$ cat src/rtl/wdst_consts.vh
// Constants for the watchdog and start-up timer block
`ifndef WDST_CONSTS_VH
`define WDST_CONSTS_VH

// ****************************************
// Clock and timing
// ****************************************
`define WDST_CLK_MHZ 100
`define WDST_WDT_PERIOD_MS 18
`define WDST_PWRUP_INTERVAL_MS 72
`define WDST_OSC_STARTUP_CYCLES 1024
`define WDST_WDT_RESET_CYCLES 1
`define WDST_BOOT_CYCLES 3

// ****************************************
// Register indices (byte address = index * 4)
// ****************************************
`define WDST_OPT_IDX 14'h0081
`define WDST_CFG_IDX 14'h2007
`define WDST_CTRL_IDX 14'h2008
`define WDST_STAT_IDX 14'h2009
`define WDST_IRQ_STS_IDX 14'h200A
`define WDST_IRQ_EN_IDX 14'h200B
`define WDST_IRQ_CLR_IDX 14'h200C

// ****************************************
// Field positions and reset values
// ****************************************
`define WDST_CFG_PWRUP_EN_BIT 3
`define WDST_CFG_WDT_EN_BIT 2
`define WDST_OPT_PSA_BIT 3
`define WDST_OPT_RESET 8'hFF
`define WDST_CTRL_WATCHDOG_CLEAR_INSTR_BIT 0
`define WDST_CTRL_SLEEP_BIT 1
`define WDST_CTRL_WAKE_BIT 2
`define WDST_IRQ_TIMEOUT_BIT 0
`define WDST_IRQ_WAKE_BIT 1
`define WDST_IRQ_START_BIT 2
`define WDST_MODE_LP 2'h0
`define WDST_MODE_XT 2'h1
`define WDST_MODE_HS 2'h2

`endif

$ cat src/rtl/wdst_rc_tick.v
// Free-running interval tick standing in for the internal RC oscillator
`timescale 1ns/100ps
`default_nettype none

module wdst_rc_tick #(
    parameter [31:0] PERIOD = 32'd1800000
) (
    // Clock and reset
    input wire pclk,
    input wire presetn,
    // Control
    input wire run,
    input wire clr,
    // Result
    output reg tick
);

reg [31:0] cnt_r;

always @(posedge pclk or negedge presetn) begin
    if (!presetn) begin
        cnt_r <= 32'h0000_0000;
        tick <= 1'b0;
    end else if (!run || clr) begin
        cnt_r <= 32'h0000_0000;
        tick <= 1'b0;
    end else if (cnt_r == PERIOD - 32'd1) begin
        cnt_r <= 32'h0000_0000;
        tick <= 1'b1;
    end else begin
        cnt_r <= cnt_r + 32'd1;
        tick <= 1'b0;
    end
end

endmodule
`default_nettype wire

$ cat src/rtl/wdst_top.v
// Watchdog, power-up delay and oscillator start-up delay with APB registers
`timescale 1ns/100ps
`default_nettype none
`include "wdst_consts.vh"

//
// Overview of operation
// - Hold reset 1024 oscillator cycles after power-up in crystal modes
// - Start-up delay only crystal modes, POR/wake
// - Watchdog on own RC tick, runs asleep
// - Timeout while running gives full device reset
// - Timeout while asleep wakes the device
// - Enable fuse zero disables watchdog forever
// - Base timeout period is 18 ms
// - Option register assigns prescaler up to 1:128
// - Clear or sleep resets counter and prescaler
// - Every timeout clears the timeout flag
// - Config bits: powerup, watchdog, two mode
// - Option: assign bit3, rate 2:0, resets ones
// - Power-on holds reset for 72 ms
// - Power-up delay follows its enable bit
module wdst_top #(
    parameter [31:0] WDT_BASE_CYC = `WDST_WDT_PERIOD_MS * 1000 * `WDST_CLK_MHZ,
    parameter [31:0] PWRUP_CYC = `WDST_PWRUP_INTERVAL_MS * 1000 * `WDST_CLK_MHZ,
    parameter [10:0] OST_CYC = `WDST_OSC_STARTUP_CYCLES
) (
    // APB slave
    input wire pclk,
    input wire presetn,
    input wire psel,
    input wire penable,
    input wire pwrite,
    input wire [15:0] paddr,
    input wire [31:0] pwdata,
    output reg [31:0] prdata,
    output reg pready,
    output reg pslverr,
    // Pins
    input wire osc_input_pin,
    input wire [3:0] cfg_word_pins,
    // Device status
    output reg device_reset_r,
    output reg asleep_r,
    output reg irq
);

// ****************************************
// States
// ****************************************
localparam [2:0] S_BOOT = 3'd0;
localparam [2:0] S_PWRUP = 3'd1;
localparam [2:0] S_OST = 3'd2;
localparam [2:0] S_RUN = 3'd3;
localparam [2:0] S_SLEEP = 3'd4;
localparam [2:0] S_WRST = 3'd5;

// ****************************************
// Helpers
// ****************************************
function [6:0] rate_mask;
    input [2:0] rate;
    begin
        rate_mask = 7'h7F >> (3'd7 - rate);
    end
endfunction

function is_crystal;
    input [1:0] mode;
    begin
        is_crystal = (mode == `WDST_MODE_LP) || (mode == `WDST_MODE_XT) ||
                     (mode == `WDST_MODE_HS);
    end
endfunction

// ****************************************
// Declarations
// ****************************************
reg [2:0] state_r;
reg [2:0] state_nxt;
reg [1:0] boot_cnt_r;
reg [10:0] ost_cnt_r;
reg [6:0] pre_cnt_r;
reg [7:0] opt_r;
reg [3:0] cfg_r;
reg [3:0] cfg_s1_r;
reg [3:0] cfg_s2_r;
reg osc_s1_r;
reg osc_s2_r;
reg osc_s3_r;
reg timeout_flag_r;
reg powerdown_flag_r;
reg [2:0] irq_sts_r;
reg [2:0] irq_en_r;
reg [2:0] irq_set;
reg [2:0] irq_clr;
reg [31:0] rd_val;
reg rd_hit;
wire wdt_tick;
wire pwrup_tick;
wire osc_edge;
wire acc;
wire wr;
wire [15:0] a;
wire wdt_en;
wire wdt_run;
wire wdt_clr;
wire wdt_to;
wire watchdog_clear_instr_cmd;
wire sleep_cmd;
wire wake_cmd;
wire crystal;

// ****************************************
// Pin synchronisers
// ****************************************
// Fuse pins and the oscillator input are asynchronous to pclk
always @(posedge pclk or negedge presetn) begin
    if (!presetn) begin
        cfg_s1_r <= 4'h0;
        cfg_s2_r <= 4'h0;
        osc_s1_r <= 1'b0;
        osc_s2_r <= 1'b0;
        osc_s3_r <= 1'b0;
    end else begin
        cfg_s1_r <= cfg_word_pins;
        cfg_s2_r <= cfg_s1_r;
        osc_s1_r <= osc_input_pin;
        osc_s2_r <= osc_s1_r;
        osc_s3_r <= osc_s2_r;
    end
end

assign osc_edge = osc_s2_r & ~osc_s3_r;
assign crystal = is_crystal(cfg_r[1:0]);

// ****************************************
// APB decode
// ****************************************
assign acc = psel & penable & pready;
assign wr = acc & pwrite;
assign a = paddr;
assign watchdog_clear_instr_cmd = wr && (a == {`WDST_CTRL_IDX, 2'b00}) && pwdata[`WDST_CTRL_WATCHDOG_CLEAR_INSTR_BIT];
assign sleep_cmd = wr && (a == {`WDST_CTRL_IDX, 2'b00}) && pwdata[`WDST_CTRL_SLEEP_BIT];
assign wake_cmd = wr && (a == {`WDST_CTRL_IDX, 2'b00}) && pwdata[`WDST_CTRL_WAKE_BIT];

always @* begin
    rd_hit = 1'b1;
    rd_val = 32'h0000_0000;
    if (a == {`WDST_OPT_IDX, 2'b00}) begin
        rd_val = {24'h000000, opt_r};
    end else if (a == {`WDST_CFG_IDX, 2'b00}) begin
        rd_val = {28'h0000000, cfg_r};
    end else if (a == {`WDST_CTRL_IDX, 2'b00}) begin
        rd_val = 32'h0000_0000;
    end else if (a == {`WDST_STAT_IDX, 2'b00}) begin
        rd_val = {26'h0000000, wdt_run, device_reset_r, asleep_r, state_r == S_SLEEP,
                  powerdown_flag_r, timeout_flag_r};
    end else if (a == {`WDST_IRQ_STS_IDX, 2'b00}) begin
        rd_val = {29'h00000000, irq_sts_r};
    end else if (a == {`WDST_IRQ_EN_IDX, 2'b00}) begin
        rd_val = {29'h00000000, irq_en_r};
    end else if (a == {`WDST_IRQ_CLR_IDX, 2'b00}) begin
        rd_val = 32'h0000_0000;
    end else begin
        rd_hit = 1'b0;
    end
end

// Zero-wait slave: answer is ready in the first access cycle
always @(posedge pclk or negedge presetn) begin
    if (!presetn) begin
        pready <= 1'b0;
        pslverr <= 1'b0;
        prdata <= 32'h0000_0000;
    end else begin
        pready <= psel & ~penable;
        if (psel && !penable) begin
            pslverr <= ~rd_hit;
            prdata <= pwrite ? 32'h0000_0000 : rd_val;
        end
    end
end

// ****************************************
// Watchdog counting
// ****************************************
assign wdt_en = cfg_r[`WDST_CFG_WDT_EN_BIT];
// Keeps counting in sleep, the main oscillator plays no part
assign wdt_run = wdt_en && ((state_r == S_RUN) || (state_r == S_SLEEP));
assign wdt_clr = watchdog_clear_instr_cmd || (sleep_cmd && state_r == S_RUN) || wdt_to;

wdst_rc_tick #(
    .PERIOD(WDT_BASE_CYC)
) u_wdt_base (
    .pclk(pclk),
    .presetn(presetn),
    .run(wdt_run),
    .clr(wdt_clr),
    .tick(wdt_tick)
);

wdst_rc_tick #(
    .PERIOD(PWRUP_CYC)
) u_pwrup (
    .pclk(pclk),
    .presetn(presetn),
    .run(state_r == S_PWRUP),
    .clr(1'b0),
    .tick(pwrup_tick)
);

// Prescaler only matters when assigned; otherwise each base tick expires
assign wdt_to = wdt_run && wdt_tick &&
                (!opt_r[`WDST_OPT_PSA_BIT] || (pre_cnt_r == rate_mask(opt_r[2:0])));

always @(posedge pclk or negedge presetn) begin
    if (!presetn) begin
        pre_cnt_r <= 7'h00;
    end else if (wdt_clr || !wdt_run || !opt_r[`WDST_OPT_PSA_BIT]) begin
        pre_cnt_r <= 7'h00;
    end else if (wdt_tick) begin
        pre_cnt_r <= pre_cnt_r + 7'h01;
    end
end

// ****************************************
// Reset and sleep sequencing
// ****************************************
always @* begin
    state_nxt = state_r;
    case (state_r)
        S_BOOT: begin
            if (boot_cnt_r == `WDST_BOOT_CYCLES) begin
                // Skipped when the fuse does not ask for it
                if (cfg_s2_r[`WDST_CFG_PWRUP_EN_BIT]) begin
                    state_nxt = S_PWRUP;
                end else if (is_crystal(cfg_s2_r[1:0])) begin
                    state_nxt = S_OST;
                end else begin
                    state_nxt = S_RUN;
                end
            end
        end
        S_PWRUP: begin
            if (pwrup_tick) begin
                state_nxt = crystal ? S_OST : S_RUN;
            end
        end
        S_OST: begin
            if (osc_edge && ost_cnt_r == OST_CYC - 11'd1) begin
                state_nxt = S_RUN;
            end
        end
        S_RUN: begin
            if (wdt_to) begin
                state_nxt = S_WRST;
            end else if (sleep_cmd) begin
                state_nxt = S_SLEEP;
            end
        end
        S_SLEEP: begin
            if (wdt_to || wake_cmd) begin
                state_nxt = crystal ? S_OST : S_RUN;
            end
        end
        S_WRST: begin
            // No start-up delay after a watchdog reset
            state_nxt = S_RUN;
        end
        default: begin
            state_nxt = S_BOOT;
        end
    endcase
end

always @(posedge pclk or negedge presetn) begin
    if (!presetn) begin
        state_r <= S_BOOT;
        boot_cnt_r <= 2'h0;
        ost_cnt_r <= 11'h000;
        cfg_r <= 4'h0;
        device_reset_r <= 1'b1;
        asleep_r <= 1'b0;
    end else begin
        state_r <= state_nxt;
        if (state_r == S_BOOT) begin
            boot_cnt_r <= boot_cnt_r + 2'h1;
            cfg_r <= cfg_s2_r;
        end
        if (state_r != S_OST) begin
            ost_cnt_r <= 11'h000;
        end else if (osc_edge) begin
            ost_cnt_r <= ost_cnt_r + 11'h001;
        end
        device_reset_r <= (state_nxt != S_RUN) && (state_nxt != S_SLEEP);
        asleep_r <= state_nxt == S_SLEEP;
    end
end

// ****************************************
// Option register and status flags
// ****************************************
always @(posedge pclk or negedge presetn) begin
    if (!presetn) begin
        opt_r <= `WDST_OPT_RESET;
        timeout_flag_r <= 1'b1;
        powerdown_flag_r <= 1'b1;
    end else begin
        if (state_r == S_RUN && wdt_to) begin
            opt_r <= `WDST_OPT_RESET;
        end else if (wr && a == {`WDST_OPT_IDX, 2'b00}) begin
            opt_r <= pwdata[7:0];
        end
        if (wdt_to) begin
            timeout_flag_r <= 1'b0;
            powerdown_flag_r <= state_r != S_SLEEP;
        end else if (watchdog_clear_instr_cmd) begin
            timeout_flag_r <= 1'b1;
            powerdown_flag_r <= 1'b1;
        end else if (sleep_cmd && state_r == S_RUN) begin
            timeout_flag_r <= 1'b1;
            powerdown_flag_r <= 1'b0;
        end
    end
end

// ****************************************
// Interrupts
// ****************************************
always @* begin
    irq_set = 3'h0;
    irq_set[`WDST_IRQ_TIMEOUT_BIT] = wdt_to;
    irq_set[`WDST_IRQ_WAKE_BIT] = (state_r == S_SLEEP) && (state_nxt != S_SLEEP);
    irq_set[`WDST_IRQ_START_BIT] = (state_r != S_RUN) && (state_r != S_SLEEP) &&
                                   (state_r != S_WRST) && (state_nxt == S_RUN);
    irq_clr = (wr && a == {`WDST_IRQ_CLR_IDX, 2'b00}) ? pwdata[2:0] : 3'h0;
end

// Set beats clear so an event in the clearing cycle survives
always @(posedge pclk or negedge presetn) begin
    if (!presetn) begin
        irq_sts_r <= 3'h0;
        irq_en_r <= 3'h0;
        irq <= 1'b0;
    end else begin
        irq_sts_r <= (irq_sts_r & ~irq_clr) | irq_set;
        if (wr && a == {`WDST_IRQ_EN_IDX, 2'b00}) begin
            irq_en_r <= pwdata[2:0];
        end
        irq <= |(((irq_sts_r & ~irq_clr) | irq_set) & irq_en_r);
    end
end

endmodule
`default_nettype wire

$ cat config.mk
export PLATFORM = sky130hd
export DESIGN_NAME = wdst_top
export DESIGN_NICKNAME = d
export VERILOG_FILES = /design/src/rtl/wdst_rc_tick.v /design/src/rtl/wdst_top.v
export VERILOG_INCLUDE_DIRS = /design/src /design/src/rtl
export SDC_FILE = /design/constraint.sdc
export NUM_CORES = 1
export LEC_CHECK = 0
export CORE_AREA = 2 2 104 106
export CTS_CLUSTER_DIAMETER = 200
export CTS_CLUSTER_SIZE = 8
export DETAILED_ROUTE_END_ITERATION = 8
export DIE_AREA = 0 0 106 108
export DONT_BUFFER_PORTS = 1
export PLACE_DENSITY = 0.8
export SYNTH_ARGS = -nofsm -noshare
export SYNTH_HDL_FRONTEND = slang
export SYNTH_SLANG_ARGS = --single-unit
$ cat constraint.sdc
create_clock -name pclk -period 3.89 [get_ports pclk]
set_input_delay 0.389 -clock pclk [delete_from_list [all_inputs] [get_ports pclk]]
set_output_delay 0.389 -clock pclk [all_outputs]
set_load 0.02 [all_outputs]
# ---- Word-level counts from Yosys, hierarchy flattened
# Cells that the tools add are included.
dict set report word_totals {
  input_bits 58
  word_cells 159
  latch_bits 0
  ramBits 0
  mem_bits_ro 0
  output_inout_bits 37
  reg_bits 157
  mem_count 0
}
dict set report op_classes {
  n_reduce_logical 41
  eq_ne 29
  mux 45
  addsub 6
  shift 1
  multipliers 0
  div_mod_pow 0
  order_cmp 0
  bitwise 12
}
# cell count
set op_table {}
lappend op_table {{2-to-1 mux 32 bit} 5}
lappend op_table {{equality test 16 bit, second input constant} 6}
lappend op_table {{adder 32 x 1 -> 32 bit, second input constant} 2}
lappend op_table {{equality test 32 x 21 -> 1 bit, second input constant} 1}
lappend op_table {{equality test 32 x 23 -> 1 bit, second input constant} 1}
lappend op_table {{2-to-1 mux 3 bit} 9}
lappend op_table {{2-to-1 mux 8 bit} 3}
lappend op_table {{2-to-1 mux 11 bit} 2}
lappend op_table {{logical AND 1 bit} 19}
lappend op_table {{2-to-1 mux 1 bit} 19}
lappend op_table {{2-to-1 mux 6 bit} 3}
lappend op_table {{case mux 3 bit (6 select lines)} 1}
lappend op_table {{equality test 16 x 10 -> 1 bit, second input constant} 1}
lappend op_table {{2-to-1 mux 7 bit} 2}
lappend op_table {{adder 11 x 1 -> 11 bit, second input constant} 1}
lappend op_table {{equality test 11 x 10 -> 1 bit, second input constant} 1}
lappend op_table {{logical OR 1 bit} 11}
lappend op_table {{equality test 3 x 2 -> 1 bit, second input constant} 3}
lappend op_table {{equality test 3 bit, second input constant} 3}
lappend op_table {{inequality test 3 x 2 -> 1 bit, second input constant} 3}
lappend op_table {{inequality test 3 bit, second input constant} 3}
lappend op_table {{adder 7 x 1 -> 7 bit, second input constant} 1}
lappend op_table {{equality test 7 bit} 1}
lappend op_table {{>> shifter 7 x 3 -> 7 bit, first input constant} 1}
lappend op_table {{17 further kinds} 32}

# ---- Longest topological paths before layout
dict set report depth {
  word_depth 13
  mapped_depth 9
  ltp_nobuf 8
}

# ---- By module
# Synthesis repeated with hierarchy kept, for this count alone.
dict set report unflattened {
  hier_cells 719
  hier_area_um2 7045.5
}
# mod area_per_inst_um2 seq_area_each_um2 instances cells_per_inst
set by_module_without_submodules {}
lappend by_module_without_submodules {wdst_top 3520.9 1690.4 1 352}
lappend by_module_without_submodules {{wdst_rc_tick (u_wdt_base)} 1790.5 825.8 1 186}
lappend by_module_without_submodules {{wdst_rc_tick (u_pwrup)} 1734.2 825.8 1 181}

# ---- Worst setup path after synthesis
# OpenSTA, ideal clock, no wires.
dict set report synth_path {
  path_kind {input port to flip-flop}
  from {input paddr[9]}
  to {register irq}
  stages 7
  setup_slack_ns 1.864
  setup_time_ns 0.126
  t_arrival_ns 1.900
  n_path_buf 0
  path_cell_list {nand3b_1 or4b_4 nor3_4 a21boi_1 a41o_1 and2_0 a221o_1}
}
dict set report synth_between {
  elab_chain_len 11
  word_cells_on_any_way 21
  classes_between {eq/ne (4); mux (5); bitwise (4); reduce/logical (8)}
}
# element line
set synth_lines {}
lappend synth_lines {{start, declared} wdst_top.v:33} ;# input wire [15:0] paddr,
lappend synth_lines {{equality test 16 bit} {wdst_top.v:143, wdst_top.v:144}}
lappend synth_lines {{logical AND 1 bit} {wdst_top.v:143, wdst_top.v:144}}
lappend synth_lines {{logical AND 1 bit (on tied branches)} {wdst_top.v:143, wdst_top.v:144}}
lappend synth_lines {{2-to-1 mux 3 bit or logical OR 1 bit (tied branches)} {wdst_top.v:257, wdst_top.v:262}}
lappend synth_lines {{2-to-1 mux 3 bit (on tied branches)} {wdst_top.v:255, wdst_top.v:262}}
lappend synth_lines {{case mux 3 bit (6 select lines)} wdst_top.v:231} ;# case (state_r)
lappend synth_lines {{inequality test 3 bit or equality test 3 x 2 -> 1 bit (tied branches)} {wdst_top.v:333, wdst_top.v:335}}
lappend synth_lines {{logical AND 1 bit (on tied branches)} {wdst_top.v:333, wdst_top.v:335}}
lappend synth_lines {{OR 3 bit (*)} wdst_top.v:350} ;# irq <= |(((irq_sts_r & ~irq_clr) | irq_set) & irq_en_r);
lappend synth_lines {{AND 3 bit (*)} wdst_top.v:350}
lappend synth_lines {{OR reduction 3 bit (*)} wdst_top.v:350}
lappend synth_lines {{end signal, assigned} wdst_top.v:350}
lappend synth_lines {{end, declared} wdst_top.v:44} ;# output reg irq
# Mark *: on every way between the ends. The rest lies on a longest branch, timed or not.
# A chain may end at the register's enable or synchronous reset.

# ---- Final worst setup path
dict set report layout_path {
  from {register u_pwrup.cnt_r[0]}
  to {register u_pwrup.cnt_r[5]}
}
dict set report layout_between {
  elab_chain_len 3
  word_cells_on_any_way 4
  classes_between {add/sub (1); eq/ne (1); mux (2)}
}
# element line
set layout_lines {}
lappend layout_lines {{start, declared} wdst_rc_tick.v:18} ;# reg [31:0] cnt_r;
lappend layout_lines {{start signal, assigned} wdst_rc_tick.v:31} ;# cnt_r <= cnt_r + 32'd1;
lappend layout_lines {{adder 32 x 1 -> 32 bit or equality test 32 x 23 -> 1 bit (tied branches)} {wdst_rc_tick.v:31, wdst_rc_tick.v:27}}
lappend layout_lines {{2-to-1 mux 32 bit (*)} wdst_rc_tick.v:27} ;# end else if (cnt_r == PERIOD - 32'd1) begin
lappend layout_lines {{2-to-1 mux 32 bit (*)} wdst_rc_tick.v:24} ;# end else if (!run || clr) begin
# Marks and branches as above.

==> flow_summary.toml <==
[run_status]
status = "complete, no violations"

[floorplan]
pin_count = 95
dieHeight_um = 108
core_area_mm2 = 0.01023
initial_core_util = 0.6480
fp-row-count = 37
die_w_um = 106
dieArea_mm2 = 0.01145

[sta]
worst_pin_slew_ns = 0.9898
period_share = 0.7115
fin_skew_ns = 0.01163
max-slew-margin-rel = 0.3385
report.final.slew_viol_count = 0
setup_viol_count_final = 0
period_needed_ns = 2.768
setup-tns-final_ns = 0
rsz0062_at_grt = "false"
final-hold-violation-count = 0
fmax_mhz = 361.3

[critical_path]
critical-path-max-stage-delay_ns = 0.76
end_kind = "flip-flop"
cp_num_buf_inv = 0
start_kind = "flip-flop"
cp_top_family = "simple AND/OR/NAND/NOR gates"
worst-path-max-fanout = 31
cp_cell_sequence = "ha_1 -> nand4_1 -> nor2_1 -> nand4_1 -> or4_1 -> nand2_1 -> nor2_1"
critPathKind = "reg2reg"
cp.required_ns = 4.25
cp_slowest_cell = "nand2_1"
cp_data_arrival_time_ns = 3.13

[power_and_ir_drop]
power.leakage_uw = 0.003129
powerDensity_mw_per_mm2 = 485.5
peakVddDrop_v = 0.0003406

[detailed_routing]
dr.pass1.iters = 6
routedWlPerCell_um = 16.44
drc_errors = 0
vias_per_cell = 5.910
routed_wl_um = 13630
ant_nets = 0
drtIter0Drc = 343
dr_total_vias = 4899

[final_layout]
fin_area_mm2 = 0.007396
final_cell_mix = "dfrtp_1 (122), nor2_1 (112), nand2_1 (71)"
area.growth.synth_to_final_pct = 11.55
final_common_cell = "dfrtp_1"
n_antenna_cell = 0
drive_gt1_frac = 0.09524
fin_nets = 743

[synth]
yosysTopAreaCellShare = 0.4605
synth_seq_cells = 133
yosysWarnings = 0
ys_types = 69
synth_edf_count = 0
synth_top_area_cell = "dfrtp_1"
syn_avg_cell_area_um2 = 9.970
ys_seq_area_frac = 0.5041
yosys-top-cells-area = "dfrtp_1 (46%), xor2_1 (6.6%), nor2_1 (6.3%)"
syn_area_mm2 = 0.006630
synth_flop_cell = "dfrtp_1"
synth-async-reset-ratio = 1.000
synth_cells = 665

[placement]
place_hpwl_um = 8459
placed_cell_area_mm2 = 0.006615
gp_congestion = 0.8412
port_buffers = 0

[global_routing]
grt_pass1_vias = 5041
grt_overflow = 0
antenna_found_initial = 0
grt_pass1_wl_um = 23170
gr-usage-all-layers = 0.2562
grt_max_degree = 134

[cts]
clockRootBuffer = "clkbuf_8"
tritoncts = "built"
htreeDepth = 4
cts.repair.resized = 0
clock_path_buffers = 2
clock_latency_ns = 0.53
cts_sinks = 133
cts_inserted_buffers = 17
clkTransAtPathRegs_ns = 0.06

[min_path]
hp-class = "in2reg"

[run]
cap_violations = 0
-- cells by family after synthesis --
| group | Yosys count | synth area share |
|---|---|---|
| xor+xnor | 76 | 0.1004 |
| mux | 20 | 0.03208 |
| compound gates | 56 | 0.06039 |
| simple gates | 320 | 0.2453 |
| fa+ha+maj | 5 | 0.009436 |
| other cells | 1 | 0.0005656 |
| buf+inv | 54 | 0.04775 |
| flops | 133 | 0.5041 |
-- registers in the layout, summed over array words and instances, names as in the netlist, 2 cells and up --
signal	count
boot_cnt_r	2
cfg_r	4
cfg_s1_r	4
cfg_s2_r	4
irq_en_r	3
irq_sts_r	3
opt_r	8
ost_cnt_r	11
prdata	8
pre_cnt_r	7
state_r	3
u_pwrup.cnt_r	32
u_wdt_base.cnt_r	32
-- where the power goes --
| group | leakage [uW] | internal [uW] | switching (uW) |
|---|---|---|---|
| sequential | 0.00176 | 1460 | 98.1 |
| clock | 0.000289 | 1050 | 576 |
| combinational | 0.00108 | 138 | 271 |
| total | 0.00313 | 2650 | 945 |
-- stage by stage --
| step | instances | setup WS (ns) | util | hold WS (ns) | power [uW] |
|---|---|---|---|---|---|
| 2_1_floorplan | 688 | 1.864 | - | 0.09341 | 1878 |
| 3_3_place_gp | 781 | 1.261 | 0.6466 | 0.09573 | 1909 |
| 3_5_place_dp | 781 | 1.133 | 0.6466 | 0.09608 | 1930 |
| 4_1_cts | 828 | 1.112 | 0.7219 | 0.001781 | 3602 |
| 5_1_grt | 829 | 0.7996 | 0.7229 | 0.008100 | 3734 |
| 6_report | 829 | 1.122 | 0.7229 | 0.02262 | 3591 |
-- final cells by class --
type                    instances  area, um^2
clock buffers                  25       484.2
clock inverters                 7       118.9
fillers                       678        2835
inverters                      10       37.54
multi-input cells             501        3058
flip-flops and latches        133        3342
well taps                     136       170.2
repair buffers                 17       185.2
-- metal layers --
metal,vias to the layer above,wire length [um],global-route usage
met5,-,0,0
met4,0,280,0.1090
met3,32,712,0.07414
met2,161,6960,0.4346
met1,2432,5673,0.3082
li1,2274,-,-
-- worst register-to-register path: cells and delay by family (launching register included) --
kind	cells	cell delay [ns]
AND/OR/NAND/NOR	6	1.99
flip-flops	1	0.38
adder cells (fa/ha/maj)	1	0.24
-- cell usage after synthesis, drive strengths merged (4+ instances only) --
master and number:
a222oi 4, ha 5, and2 5, nand4 18
a22o 4, and3 7, dfstp 11, a21oi 8
nor2 112, buf 37, and4 6, nor4 14
nor2b 6, xnor2 26, dfrtp 122, inv 10
clkbuf 7, xor2 50, nand3 37, mux2 10
o31ai 5, or3 5, mux2i 10, nand2 72
nor3 15, nand2b 7, o21ai 14
-- what timing repair did --
action / in CTS / in global routing
hold buffers: 15 / 1
hold endpoints to repair: 148 / 1
setup buffers: 0 / 0
-- path summary, 6_finish.rpt --
check                           slack, ns        startpoint  cells after the start                    to
worst max-delay path                 1.12  u_pwrup.cnt_r[0]                      7      u_pwrup.cnt_r[5]
worst min-delay path                 0.02         pwdata[1]                      1           irq_en_r[1]
worst max register to register       1.12  u_pwrup.cnt_r[0]                      7      u_pwrup.cnt_r[5]
worst min register to register       0.35          osc_s1_r                      0              osc_s2_r
max in group asynchronous            2.89           presetn                      2  u_wdt_base.cnt_r[20]
min in group asynchronous            0.55           presetn                      2              asleep_r
Power figures use the tool's default switching activity.
